==> config.mk <==
export PLATFORM = sky130hd
export DESIGN_NAME = csda_core
export DESIGN_NICKNAME = d
export VERILOG_FILES = /design/src/common/csda_pkg.sv /design/src/rtl/csda_access_split.sv /design/src/rtl/csda_op_unit.sv /design/src/rtl/csda_core.sv
export SDC_FILE = /design/constraint.sdc
export NUM_CORES = 1
export LEC_CHECK = 0
export BUFFER_PORTS_ARGS = -buffer_cell sky130_fd_sc_hd__clkbuf_2
export CAP_MARGIN = 20
export CORE_AREA = 2 2 222 224
export CTS_BUF_LIST = sky130_fd_sc_hd__clkbuf_4 sky130_fd_sc_hd__clkbuf_8 sky130_fd_sc_hd__clkbuf_16
export CTS_CLUSTER_DIAMETER = 40
export DETAILED_ROUTE_END_ITERATION = 7
export DIE_AREA = 0 0 224 226
export HOLD_SLACK_MARGIN = 0.12
export PLACE_DENSITY_LB_ADDON = 0.1
export SETUP_SLACK_MARGIN = 0.5
export SLEW_MARGIN = 20
export SYNTH_ARGS = -nofsm -noshare
export SYNTH_HDL_FRONTEND = slang
export SYNTH_SLANG_ARGS = --single-unit
export TNS_END_PERCENT = 1
==> constraint.sdc <==
create_clock -name ref_clk -period 13.6 [get_ports ref_clk]
set_input_delay 2.04 -clock ref_clk [delete_from_list [all_inputs] [get_ports ref_clk]]
set_output_delay 2.04 -clock ref_clk [all_outputs]
set_load 0.01 [all_outputs]
==> src/common/csda_pkg.sv <==
// Purpose: Shared constants for the CPU state and data access block
// Assumes: APB register map, 32-bit data, one aligned word per register
// Notes:   Offsets are byte addresses on the APB side
package csda_pkg;

  // Register offsets
  localparam logic [7:0] OFF_ACC_HIGH  = 8'h00;
  localparam logic [7:0] OFF_ACC_LOW   = 8'h04;
  localparam logic [7:0] OFF_EXT_CTRL  = 8'h08;
  localparam logic [7:0] OFF_COND_CODE = 8'h0c;
  localparam logic [7:0] OFF_STACK_PTR = 8'h10;
  localparam logic [7:0] OFF_PROG_CNT  = 8'h14;
  localparam logic [7:0] OFF_STATUS    = 8'h18;
  localparam logic [7:0] OFF_XFER_ADDR = 8'h1c;
  localparam logic [7:0] OFF_XFER_DATA = 8'h20;
  localparam logic [7:0] OFF_XFER_CMD  = 8'h24;
  localparam logic [7:0] OFF_OP_CTRL   = 8'h28;
  localparam logic [7:0] OFF_OP_RESULT = 8'h2c;
  localparam logic [7:0] OFF_INFO      = 8'h30;

  // Accumulator layout
  localparam int ACC_HIGH_BITS = 10;

  // Extended control register fields and reset values
  localparam int         EXT_TRACE_POS   = 7;
  localparam int         EXT_RSVD_LSB    = 3;
  localparam logic [3:0] EXT_RSVD_VALUE  = 4'hf;
  localparam int         EXT_MASK_LSB    = 0;
  localparam logic       TRACE_RESET     = 1'h0;
  localparam logic [2:0] MASK_RESET      = 3'h7;

  // Condition code fields and reset value
  localparam int         COND_I_POS      = 7;
  localparam int         COND_H_POS      = 5;
  localparam int         COND_Z_POS      = 2;
  localparam int         COND_C_POS      = 0;
  localparam logic [7:0] COND_RESET      = 8'h80;

  // Access sizes
  localparam logic [1:0] SIZE_BYTE = 2'h0;
  localparam logic [1:0] SIZE_WORD = 2'h1;
  localparam logic [1:0] SIZE_LONG = 2'h2;

  // Transfer command fields
  localparam int         CMD_SIZE_LSB  = 0;
  localparam int         CMD_WRITE_POS = 2;
  localparam int         CMD_STACK_LSB = 4;
  localparam logic [1:0] STACK_NONE    = 2'h0;
  localparam logic [1:0] STACK_PUSH    = 2'h1;
  localparam logic [1:0] STACK_POP     = 2'h2;

  // Status fields
  localparam int STAT_BOOT_DONE = 0;
  localparam int STAT_BUSY      = 1;
  localparam int STAT_ERR_ALIGN = 2;
  localparam int STAT_ERR_OP    = 3;

  // Operation control fields
  localparam int OPC_CODE_LSB = 0;
  localparam int OPC_BIT_LSB  = 8;
  localparam int OPC_DATA_LSB = 16;

  // Instruction inventory figures
  localparam logic [7:0] TYPES_TOTAL = 8'h57;
  localparam logic [7:0] TYPES_ARITH = 8'h1b;
  localparam logic [7:0] TYPES_SHIFT = 8'h08;

  typedef enum logic [2:0] {
    OP_BIT_SET,
    OP_BIT_CLR,
    OP_BIT_NOT,
    OP_BIT_TST,
    OP_DEC_ADD,
    OP_DEC_SUB,
    OP_PSYNC_LOAD,
    OP_PSYNC_STORE
  } csda_op_t;

  typedef enum logic [1:0] {
    ST_BOOT,
    ST_IDLE,
    ST_ISSUE,
    ST_WAIT
  } csda_state_t;

endpackage

==> src/rtl/csda_access_split.sv <==
// Purpose: Splits one word or longword access into aligned bus pieces
// Assumes: Pieces are issued lowest address first
// Notes:   Purely combinational
`timescale 1ns/1ps
module csda_access_split (
  // Access description
  input  wire logic [1:0] startLow,
  input  wire logic [1:0] accSize,
  input  wire logic [1:0] pieceIdx,
  // Piece description
  output logic      [1:0] pieceSize,
  output logic      [1:0] pieceOff,
  output logic      [1:0] pieceCnt
);
  import csda_pkg::*;

  always_comb begin
    pieceSize = accSize;
    pieceOff  = 2'h0;
    pieceCnt  = 2'h1;
    if (accSize == SIZE_WORD && startLow[0]) begin
      pieceCnt  = 2'h2;
      pieceSize = SIZE_BYTE;
      pieceOff  = pieceIdx;
    end else if (accSize == SIZE_LONG && startLow[0]) begin
      pieceCnt = 2'h3;
      case (pieceIdx)
        2'h0: begin
          pieceSize = SIZE_BYTE;
          pieceOff  = 2'h0;
        end
        2'h1: begin
          pieceSize = SIZE_WORD;
          pieceOff  = 2'h1;
        end
        default: begin
          pieceSize = SIZE_BYTE;
          pieceOff  = 2'h3;
        end
      endcase
    end else if (accSize == SIZE_LONG && startLow[1]) begin
      pieceCnt  = 2'h2;
      pieceSize = SIZE_WORD;
      pieceOff  = pieceIdx[0] ? 2'h2 : 2'h0;
    end
  end

endmodule

==> src/rtl/csda_op_unit.sv <==
// Purpose: Bit manipulation and decimal adjust on a byte operand
// Assumes: Flags come from the condition code register
// Notes:   Purely combinational
`timescale 1ns/1ps
module csda_op_unit (
  // Operation
  input  wire csda_pkg::csda_op_t opCode,
  input  wire logic [2:0]         bitSel,
  input  wire logic [7:0]         operand,
  input  wire logic               carryIn,
  input  wire logic               halfIn,
  // Result
  output logic      [7:0]         result,
  output logic                    zeroOut,
  output logic                    carryOut,
  output logic                    updZero,
  output logic                    updCarry,
  output logic                    invalidOp
);
  import csda_pkg::*;

  logic [7:0] corr;
  logic       adjLow;
  logic       adjHigh;

  always_comb begin
    result    = operand;
    zeroOut   = 1'b0;
    carryOut  = carryIn;
    updZero   = 1'b0;
    updCarry  = 1'b0;
    invalidOp = 1'b0;
    corr      = 8'h00;
    adjLow    = halfIn || (operand[3:0] > 4'h9);
    adjHigh   = carryIn || (operand > 8'h99);
    case (opCode)
      OP_BIT_SET: result[bitSel] = 1'b1;
      OP_BIT_CLR: result[bitSel] = 1'b0;
      OP_BIT_NOT: result[bitSel] = ~operand[bitSel];
      OP_BIT_TST: begin
        zeroOut = ~operand[bitSel];
        updZero = 1'b1;
      end
      OP_DEC_ADD: begin
        corr     = {adjHigh ? 4'h6 : 4'h0, adjLow ? 4'h6 : 4'h0};
        result   = operand + corr;
        carryOut = adjHigh;
        zeroOut  = (result == 8'h00);
        updZero  = 1'b1;
        updCarry = 1'b1;
      end
      OP_DEC_SUB: begin
        corr     = {carryIn ? 4'h6 : 4'h0, halfIn ? 4'h6 : 4'h0};
        result   = operand - corr;
        zeroOut  = (result == 8'h00);
        updZero  = 1'b1;
        updCarry = 1'b1;
      end
      default: invalidOp = 1'b1;
    endcase
  end

endmodule

==> src/rtl/csda_core.sv <==
// Purpose: CPU architectural state and data access engine behind APB
// Assumes: Memory bus on ref_clk, right-justified piece data, big-endian
// Notes:   Stack, accumulator and flag contents carry no promise after reset
//
// How it works
// - Accumulator is 42 bits, read as two 32-bit halves
// - High half keeps 10 bits, rest sign-extended
// - Reset fetches start vector into program counter
// - Reset clears trace, sets all three interrupt mask bits
// - Other flags, accumulator, stack pointer not promised
// - Handles bit, decimal, byte, word, longword data
// - Bit operations select bit 0 to 7
// - Decimal adjust treats byte as two digits
// - Misaligned word or longword splits into accesses
// - Odd longword goes byte, word, byte
// - Decoder inventory totals 87 instruction types
// - Arithmetic class holds 27 instruction types
// - Shift class holds 8 instruction types
// - Pop is post-increment load, push pre-decrement
// - Peripheral-synchronised byte moves are not implemented
// - Trace bit raises trace event per operation
// - Three mask bits give level 0 to 7
`timescale 1ns/1ps
module csda_core #(
  parameter logic [31:0] VECTOR_ADDR = 32'h00000000
) (
  // Clock and reset
  input  wire logic        ref_clk,
  input  wire logic        rst,
  // APB slave
  input  wire logic [7:0]  paddr,
  input  wire logic        psel,
  input  wire logic        penable,
  input  wire logic        pwrite,
  input  wire logic [31:0] pwdata,
  output logic      [31:0] prdata,
  output logic             pready,
  output logic             pslverr,
  // Memory and peripheral bus
  output logic             memReq,
  output logic      [31:0] memAddr,
  output logic      [1:0]  memSize,
  output logic             memWrite,
  output logic      [31:0] memWdata,
  input  wire logic        memAck,
  input  wire logic [31:0] memRdata,
  // Core status
  output logic             traceExc,
  output logic      [2:0]  intMaskLevel
);
  import csda_pkg::*;

  typedef struct packed {
    csda_state_t                state;
    logic [ACC_HIGH_BITS-1:0]   accHigh;
    logic [31:0]                accLow;
    logic                       trace;
    logic [2:0]                 mask;
    logic [7:0]                 cond;
    logic [31:0]                sp;
    logic [31:0]                pc;
    logic [31:0]                xAddr;
    logic [31:0]                xData;
    logic [1:0]                 xSize;
    logic                       xWrite;
    logic [1:0]                 xStack;
    logic [1:0]                 pieceIdx;
    logic [31:0]                asm;
    logic [7:0]                 opResult;
    logic                       bootDone;
    logic                       errAlign;
    logic                       errOp;
    logic                       memReq;
    logic [31:0]                memAddr;
    logic [1:0]                 memSize;
    logic                       memWrite;
    logic [31:0]                memWdata;
    logic [31:0]                prdata;
    logic                       pready;
    logic                       pslverr;
    logic                       traceExc;
  } csda_regs_t;

  localparam csda_regs_t REGS_RESET = '{
    state:   ST_BOOT,
    trace:   TRACE_RESET,
    mask:    MASK_RESET,
    cond:    COND_RESET,
    default: '0
  };

  csda_regs_t  s_reg;
  csda_regs_t  s_next;
  logic [1:0]  pieceSize;
  logic [1:0]  pieceOff;
  logic [1:0]  pieceCnt;
  logic [7:0]  opRes;
  logic        opZero;
  logic        opCarry;
  logic        opUpdZ;
  logic        opUpdC;
  logic        opInvalid;
  logic        apbSetup;
  logic        apbWr;
  logic [31:0] rdVal;
  logic        mapped;
  logic [2:0]  pieceBytes;
  logic [2:0]  totBytes;
  logic [2:0]  remBytes;
  logic [31:0] pieceMask;
  logic [31:0] asmNext;
  logic [1:0]  cmdSize;
  logic [1:0]  cmdStack;
  logic [2:0]  cmdBytes;

  csda_access_split u_split (
    .startLow  (s_reg.xAddr[1:0]),
    .accSize   (s_reg.xSize),
    .pieceIdx  (s_reg.pieceIdx),
    .pieceSize (pieceSize),
    .pieceOff  (pieceOff),
    .pieceCnt  (pieceCnt)
  );

  csda_op_unit u_op (
    .opCode    (csda_op_t'(pwdata[OPC_CODE_LSB +: 3])),
    .bitSel    (pwdata[OPC_BIT_LSB +: 3]),
    .operand   (pwdata[OPC_DATA_LSB +: 8]),
    .carryIn   (s_reg.cond[COND_C_POS]),
    .halfIn    (s_reg.cond[COND_H_POS]),
    .result    (opRes),
    .zeroOut   (opZero),
    .carryOut  (opCarry),
    .updZero   (opUpdZ),
    .updCarry  (opUpdC),
    .invalidOp (opInvalid)
  );

  always_comb begin
    s_next     = s_reg;
    s_next.traceExc = 1'b0;
    apbSetup   = psel && !penable;
    apbWr      = psel && penable && s_reg.pready && pwrite;
    cmdSize    = pwdata[CMD_SIZE_LSB +: 2];
    cmdStack   = pwdata[CMD_STACK_LSB +: 2];
    cmdBytes   = 3'h1 << cmdSize;
    pieceBytes = 3'h1 << pieceSize;
    totBytes   = 3'h1 << s_reg.xSize;
    remBytes   = 3'(totBytes - {1'b0, pieceOff} - pieceBytes);
    case (pieceSize)
      SIZE_BYTE: pieceMask = 32'h000000ff;
      SIZE_WORD: pieceMask = 32'h0000ffff;
      default:   pieceMask = 32'hffffffff;
    endcase
    asmNext = (s_reg.asm << {pieceBytes, 3'h0}) | (memRdata & pieceMask);

    // Register read mux
    mapped = 1'b1;
    case (paddr)
      OFF_ACC_HIGH:  rdVal = {{(32 - ACC_HIGH_BITS){s_reg.accHigh[ACC_HIGH_BITS-1]}}, s_reg.accHigh};
      OFF_ACC_LOW:   rdVal = s_reg.accLow;
      OFF_EXT_CTRL:  rdVal = {24'h0, s_reg.trace, EXT_RSVD_VALUE, s_reg.mask};
      OFF_COND_CODE: rdVal = {24'h0, s_reg.cond};
      OFF_STACK_PTR: rdVal = s_reg.sp;
      OFF_PROG_CNT:  rdVal = s_reg.pc;
      OFF_STATUS:    rdVal = {28'h0, s_reg.errOp, s_reg.errAlign, s_reg.state != ST_IDLE, s_reg.bootDone};
      OFF_XFER_ADDR: rdVal = s_reg.xAddr;
      OFF_XFER_DATA: rdVal = s_reg.xData;
      OFF_XFER_CMD:  rdVal = {26'h0, s_reg.xStack, 1'b0, s_reg.xWrite, s_reg.xSize};
      OFF_OP_RESULT: rdVal = {24'h0, s_reg.opResult};
      OFF_INFO:      rdVal = {8'h0, TYPES_SHIFT, TYPES_ARITH, TYPES_TOTAL};
      default: begin
        rdVal  = 32'h00000000;
        mapped = 1'b0;
      end
    endcase

    // APB answer, one access cycle after setup
    s_next.pready = apbSetup;
    if (apbSetup) begin
      s_next.prdata  = rdVal;
      s_next.pslverr = !mapped;
    end

    // Register writes
    if (apbWr) begin
      case (paddr)
        OFF_ACC_HIGH: s_next.accHigh = pwdata[ACC_HIGH_BITS-1:0];
        OFF_ACC_LOW:  s_next.accLow  = pwdata;
        OFF_EXT_CTRL: begin
          s_next.trace = pwdata[EXT_TRACE_POS];
          s_next.mask  = pwdata[EXT_MASK_LSB +: 3];
        end
        OFF_COND_CODE: s_next.cond = pwdata[7:0];
        OFF_STACK_PTR: s_next.sp   = pwdata;
        OFF_STATUS: begin
          if (pwdata[STAT_ERR_ALIGN]) begin
            s_next.errAlign = 1'b0;
          end
          if (pwdata[STAT_ERR_OP]) begin
            s_next.errOp = 1'b0;
          end
        end
        OFF_XFER_ADDR: begin
          if (s_reg.state == ST_IDLE) begin
            s_next.xAddr = pwdata;
          end
        end
        OFF_XFER_DATA: begin
          if (s_reg.state == ST_IDLE) begin
            s_next.xData = pwdata;
          end
        end
        OFF_XFER_CMD: begin
          if (s_reg.state == ST_IDLE) begin
            if (cmdStack != STACK_NONE && (cmdSize == SIZE_BYTE || s_reg.sp[0])) begin
              s_next.errAlign = 1'b1;
            end else if (cmdSize == 2'h3 || cmdStack == 2'h3) begin
              s_next.errOp = 1'b1;
            end else begin
              s_next.xSize    = cmdSize;
              s_next.xStack   = cmdStack;
              s_next.xWrite   = (cmdStack == STACK_PUSH) || (cmdStack == STACK_NONE && pwdata[CMD_WRITE_POS]);
              s_next.pieceIdx = 2'h0;
              s_next.asm      = 32'h00000000;
              s_next.state    = ST_ISSUE;
              if (cmdStack == STACK_PUSH) begin
                s_next.sp    = s_reg.sp - {29'h0, cmdBytes};
                s_next.xAddr = s_reg.sp - {29'h0, cmdBytes};
              end else if (cmdStack == STACK_POP) begin
                s_next.xAddr = s_reg.sp;
              end
            end
          end
        end
        OFF_OP_CTRL: begin
          if (opInvalid) begin
            s_next.errOp = 1'b1;
          end else begin
            s_next.opResult = opRes;
            if (opUpdZ) begin
              s_next.cond[COND_Z_POS] = opZero;
            end
            if (opUpdC) begin
              s_next.cond[COND_C_POS] = opCarry;
            end
            s_next.traceExc = s_reg.trace;
          end
        end
        default: begin
        end
      endcase
    end

    // Bus access engine
    case (s_reg.state)
      ST_BOOT: begin
        s_next.xAddr    = VECTOR_ADDR;
        s_next.xSize    = SIZE_LONG;
        s_next.xWrite   = 1'b0;
        s_next.xStack   = STACK_NONE;
        s_next.pieceIdx = 2'h0;
        s_next.asm      = 32'h00000000;
        s_next.state    = ST_ISSUE;
      end
      ST_IDLE: begin
      end
      ST_ISSUE: begin
        s_next.memReq   = 1'b1;
        s_next.memAddr  = s_reg.xAddr + {30'h0, pieceOff};
        s_next.memSize  = pieceSize;
        s_next.memWrite = s_reg.xWrite;
        s_next.memWdata = (s_reg.xData >> {remBytes, 3'h0}) & pieceMask;
        s_next.state    = ST_WAIT;
      end
      ST_WAIT: begin
        if (memAck) begin
          s_next.memReq   = 1'b0;
          s_next.memWrite = 1'b0;
          s_next.asm      = asmNext;
          if (s_reg.pieceIdx == 2'(pieceCnt - 2'h1)) begin
            s_next.state = ST_IDLE;
            if (!s_reg.bootDone) begin
              s_next.pc       = asmNext;
              s_next.bootDone = 1'b1;
            end else begin
              if (!s_reg.xWrite) begin
                s_next.xData = asmNext;
              end
              if (s_reg.xStack == STACK_POP) begin
                s_next.sp = s_reg.sp + {29'h0, totBytes};
              end
              s_next.traceExc = s_reg.trace;
            end
          end else begin
            s_next.pieceIdx = s_reg.pieceIdx + 2'h1;
            s_next.state    = ST_ISSUE;
          end
        end
      end
      default: s_next.state = ST_IDLE;
    endcase
  end

  // All state is forced at reset; data contents are cleared to zero, mask loads MASK_RESET, cond loads COND_RESET
  always_ff @(posedge ref_clk or posedge rst) begin
    if (rst) begin
      s_reg <= REGS_RESET;
    end else begin
      s_reg <= s_next;
    end
  end

  assign prdata       = s_reg.prdata;
  assign pready       = s_reg.pready;
  assign pslverr      = s_reg.pslverr;
  assign memReq       = s_reg.memReq;
  assign memAddr      = s_reg.memAddr;
  assign memSize      = s_reg.memSize;
  assign memWrite     = s_reg.memWrite;
  assign memWdata     = s_reg.memWdata;
  assign traceExc     = s_reg.traceExc;
  assign intMaskLevel = s_reg.mask;

endmodule

-- After elaboration in Yosys (flattened, before gate mapping)
Cells that the tools add are included.
- output and inout bits: 106
- word-level logic and storage cells: 263
- register bits after elaboration: 337
- input port bits: 78
- order comparisons: 4
- bitwise logic cells: 8
- multiplexer cells: 104
- shift-type cells: 5
- reduce and logical (&&, ||, !) cells: 53
- $add $sub $neg: 9
- equal/unequal tests: 50
- operators with widths (kind ; number):
    2-to-1 mux 32 bit ; 22
    one-hot mux 32 bit (12 select lines) ; 1
    2-to-1 mux 64 bit ; 3
    one-hot mux 32 bit (2 select lines) ; 3
    2-to-1 mux 39 bit ; 4
    2-to-1 mux 111 bit ; 1
    2-to-1 mux 88 bit ; 1
    one-hot mux 34 bit (2 select lines) ; 1
    AND 32 bit ; 2
    == test 8 x 6 -> 1 bit, second input constant ; 5
    one-hot mux 8 bit (5 select lines) ; 1
    2-to-1 mux 2 bit ; 18
    2-to-1 mux 34 bit ; 1
    adder 32 x 2 -> 32 bit ; 1
    adder 32 x 3 -> 32 bit ; 1
    == test 8 x 5 -> 1 bit, second input constant ; 4
    bitwise OR 32 bit ; 1
    << shifter 32 x 6 -> 32 bit ; 1
    right shift 32 x 6 -> 32 bit ; 1
    subtractor 32 x 3 -> 32 bit ; 1
    2-to-1 mux 1 bit ; 26
    logical NOT 8 bit ; 3
    != test 2 bit, second input constant ; 11
    == test 8 x 4 -> 1 bit, second input constant ; 2
    other kinds (53) ; 118

-- Longest topological paths before layout
- word-level depth: 15
- depth in mapped cells: 17
- depth with buffers taken out: 15

-- By module
From an unflattened synthesis, not the netlist that was laid out.
- cell total of the unflattened synthesis: 2312
- area total of the unflattened synthesis: 20970.1 sq um
- by module, submodules not included (module ; area an instance (sq um) ; instances ; seq. area each (sq um) ; cells each):
    csda_core ; 19785.2 ; 1 ; 8438.1 ; 2131
    csda_op_unit ; 1076.0 ; 1 ; 0.0 ; 165
    csda_access_split ; 108.9 ; 1 ; 0.0 ; 16

-- Least setup slack after synthesis
OpenSTA, ideal clock, no wires.
- kind: in2reg
- from: input pwdata[0]
- to: register s_reg[280] in the netlist's numbering
- path slack: 8809 ps
- data arrival time: 4652 ps
- setup time: 139 ps
- required time: 13461 ps
- cell stages on the path: 12
- path buffers: 4
- cells stage by stage: clkbuf_1 buf_1 clkbuf_1 nand2b_1 ha_1 nand3b_1 nand3_1 or4_1 buf_2 o31a_1 o21ai_1 a22oi_1
- RTL lines (element ; line ; RTL):
    start, declared ; csda_core.sv:35 ; input wire logic [31:0] pwdata,
    end signal, assigned ; csda_core.sv:310 ; s_reg <= s_next;
    end, declared ; csda_core.sv:92 ; csda_regs_t s_reg;

-- Final worst setup path
- from: register s_reg[152] in the netlist's numbering
- to: register s_reg, in the netlist memWdata[30]
- cells in the longest elaborated chain, start to end: 9
- elaborated cells between the ends (all ways): 20
- classes of those cells: add/sub: 2; eq/ne: 3; shift: 3; mux: 7; bitwise: 1; reduce/logical: 4
- ends and longest elaborated chain (element ; line ; RTL):
    == test 2 bit ; csda_access_split.sv:25, csda_access_split.sv:41 ;
    logical AND 1 bit ; csda_access_split.sv:41 ; end else if (accSize == SIZE_LONG && startLow[1]) begin
    2-to-1 mux 2 bit ; csda_access_split.sv:41 ;
    2-to-1 mux 2 bit ; csda_access_split.sv:25 ; end else if (accSize == SIZE_LONG && startLow[0]) begin
    2-to-1 mux 2 bit ; csda_access_split.sv:21 ; if (accSize == SIZE_WORD && startLow[0]) begin
    subtractor 3 x 2 -> 3 bit / << shifter 1 x 2 -> 3 bit (equally long branches) ; csda_core.sv:149, csda_core.sv:147 ;
    subtractor 3 bit ; csda_core.sv:149 ; remBytes = 3'(totBytes - {1'b0, pieceOff} - pieceBytes);
    right shift 32 x 6 -> 32 bit ; csda_core.sv:273 ; s_next.memWdata = (s_reg.xData >> {remBytes, 3'h0}) & pieceMask;
    AND 32 bit (*) ; csda_core.sv:273 ;
Mark *: on every way between the ends. The rest lies on a longest branch, timed or not.
A chain may end at the register's enable or synchronous reset.

==> impl_metrics.tcl <==
set metrics [dict create \
    outcome "complete, but fails checks" \
    violations "DRC" \
    vdd_drop_max_mv 0.0893 \
    power_mw 4.15 \
    clk_pin_slew_ps 60 \
    worst_r2r_startpoint "s_reg[152]$_DFFE_PP0P_" \
    fmax_mhz 189 \
    gp_congestion 0.937 \
    die_w_um 224 \
    netlist-cell-type-count 82 \
    slew_violations 0 \
    cts_setup_buffers 0 \
    worstPathCellList "inv_1 -> nand2_1 -> inv_1 -> nand2_1 -> o41ai_1 -> nand2_1 -> o41ai_1 -> ha_1 -> fa_1 -> nand4_1 -> nor2_1 -> a22o_1" \
    ff2ff_setup_slack_ps 8320 \
    grt_max_degree 163 \
    initial_core_util 0.427 \
    syn_inst 2290 \
    fin_setup_tns_ps 0 \
    cts_resized 0 \
    largest_register_ffs 231 \
    finalNonFillerCells 2957 \
    yosysTopAreaCellShare 0.404 \
    hold_end "s_reg[326]$_DFFE_PP0P_" \
    die-area_sq_um 50600 \
    finalSetupViolCount 0 \
    end_kind "register" \
    crit_type "register to register" \
    postRouteAntennaNets 0 \
    arrival_ps 5800 \
    yosysMostFrequentCell "dfrtp_1" \
    postLayoutCoreUtil 0.487 \
    cts_tree "yes" \
    hpwlAfterDp_um 58300 \
    antenna_cells 0 \
    multi_input_comb_area_sq_um 10600 \
    tightest_slew_ps 1080 \
    p_per_area_nw_per_um2 177 \
    synth_ff_type "dfrtp_1" \
    cts_buffers 67 \
    finalHoldWorstSlack_ps 476 \
    rsz0062_at_grt "no" \
    r2r-end "memWdata[30]$_DFFE_PP0P_" \
    htreeDepth 3 \
    switching_share 0.339 \
    nFillCells 4593 \
    wirelength_um 82400 \
    num_rows 81 \
    clockBufferDepth 3 \
    synth_async_sr_flop_share 1.00 \
    grt_pass1_vias 17700 \
    area_growth_pct 14.1 \
    hold_path_class "register to register" \
    critPathRequiredTime_ps 14120 \
    first_iter_violations 2339 \
    ys_ff_latch 337 \
    cp_slowest_stage_delay_ps 1270 \
    viasPerCell 6.31 \
    synth_edf_count 0 \
    cp_num_cells 12 \
    hold_depth 2 \
    root_buffer "clkbuf_16" \
    fin_worst_skew_ps 35.2 \
    reg2reg_depth 12 \
    num_vias 18700 \
    power.clock.fraction 0.419 \
    grt_antenna_before_repair 3 \
    die_h_um 226 \
    drcViolationCount 7 \
    ff_latch_area_sq_um 8440 \
    cts_hold_buf 0 \
    slew_headroom 0.271 \
    synthTopCellsByArea "dfrtp_1 (40%), mux2i_1 (4.6%), a21oi_1 (4.4%), nand2_1 (3.9%), nor2_1 (3.7%)" \
    slowest_stage "fa_1" \
    port_buffers 183 \
    drt_pass1_iterations 8 \
    critPathBufInv 2 \
    fin_crit_sh 0.389 \
    combPwrFrac 0.225 \
    grt_use_total 0.325 \
    insertion_delay_ps 600 \
    cts_sinks 337 \
    place_inst 2840 \
    worst_path_most_repeated_cell "nand2_1" \
    synth_nets 2403 \
    critPathTopFamily "simple AND/OR/NAND/NOR gates" \
    grt.overflow.total 0 \
    drive_above_1_share 0.187 \
    switching_power_mw 1.41 \
    ys_seq_area_frac 0.409 \
    synth_top_area_cell "dfrtp_1" \
    synthTopCellsByCount "dfrtp_1 (333), nand2_1 (216), nor2_1 (204)" \
    syn_avg_cell_area_sq_um 9.00 \
    period_minus_slack_ps 5280 \
    start_kind "register" \
    ys_warn_count 0 \
    crit_fanout 18 \
    p_seq_frac 0.356 \
    hold_viol_final 0 \
    internal-power_mw 2.75 \
    maxCapViolCount 0 \
    power_leakage_nw 10.2 \
    io_pins 184 \
    wl_per_cell_um 27.9 \
    worstHoldStart "s_reg[326]$_DFFE_PP0P_" \
    final_nets 2400 \
    core_sq_um 48300 \
    grt_pass1_wl_um 122000 \
    netlist_area_sq_um 20600 \
]
[cell families after synthesis]
kind of cell	count (synthesis)	share of synthesized area
and+or+nand+nor	673	0.156
AOI/OAI and AO/OA	671	0.215
buffers and inverters	337	0.0810
DFF	337	0.409
muxes	156	0.0800
xor gates and xnor gates	81	0.0344
adders and majority gates	35	0.0238
[through the flow]
| stage | cell area (sq um) | setup slack (ps) |
|---|---|---|
| 6_report | 23500 | 8320 |
| 5_1_grt | 23500 | 8120 |
| 4_1_cts | 23500 | 8360 |
| 3_5_place_dp | 21200 | 8060 |
| 3_3_place_gp | 21200 | 8130 |
| 2_1_floorplan | 20600 | 2230 |
[per-layer routing]
metal,share of wire,vias up,track usage
li1,-,8276,-
met1,0.42,9276,0.442
met2,0.44,912,0.489
met3,0.086,187,0.0691
met4,0.051,2,0.161
met5,0.00011,-,0
[final cells by class]
cell class | count | area share
clock buffers | 86 | 0.0820
clock inverters | 31 | 0.0180
inverters | 50 | 0.00830
multi-input cells | 1616 | 0.450
flip-flops and latches | 337 | 0.359
well taps | 622 | 0.0331
repair buffers | 215 | 0.0497
[power groups by stage]
stage | clock (mW) | sequential (mW) | combinational [mW]
final | 1.74 | 1.48 | 0.936
after detailed placement | 0 | 1.48 | 0.935
after global placement | 0 | 1.48 | 0.921
after floorplan | 0 | 1.38 | 0.757
after global routing | 1.80 | 1.50 | 1.04
after CTS | 1.75 | 1.47 | 0.940
[worst reg2reg max path: stages, from the launching register on]
cell,delay (ps)
dfrtp_1,700
inv_1,270
nand2_1,270
inv_1,200
nand2_1,110
o41ai_1,60
nand2_1,100
o41ai_1,160
ha_1,380
fa_1,1270
nand4_1,730
nor2_1,740
a22o_1,220
[worst max-delay path by stage]
stage,start,to
after floorplan,rst,memAddr[0]$_DFFE_PP0P_
after global placement,pwdata[0],s_reg[269]$_DFF_PP0_
after detailed placement,pwdata[0],s_reg[269]$_DFF_PP0_
after CTS,s_reg[152]$_DFFE_PP0P_,memWdata[29]$_DFFE_PP0P_
after global routing,s_reg[152]$_DFFE_PP0P_,memWdata[28]$_DFFE_PP0P_
final,s_reg[152]$_DFFE_PP0P_,memWdata[30]$_DFFE_PP0P_
[cells in the final DEF, fill, tap and decap left out, drive strengths merged, types with 29 or more instances in the layout]
cell type  instances
a21oi            181
a221oi            48
a22oi             29
buf               32
clkbuf           269
dfrtp            333
inv               55
mux2              60
mux2i             95
nand2            216
nand3             37
nor2             204
nor3              42
o21ai            149
xnor2             47
xor2              34
Power figures use the tool's default switching activity.
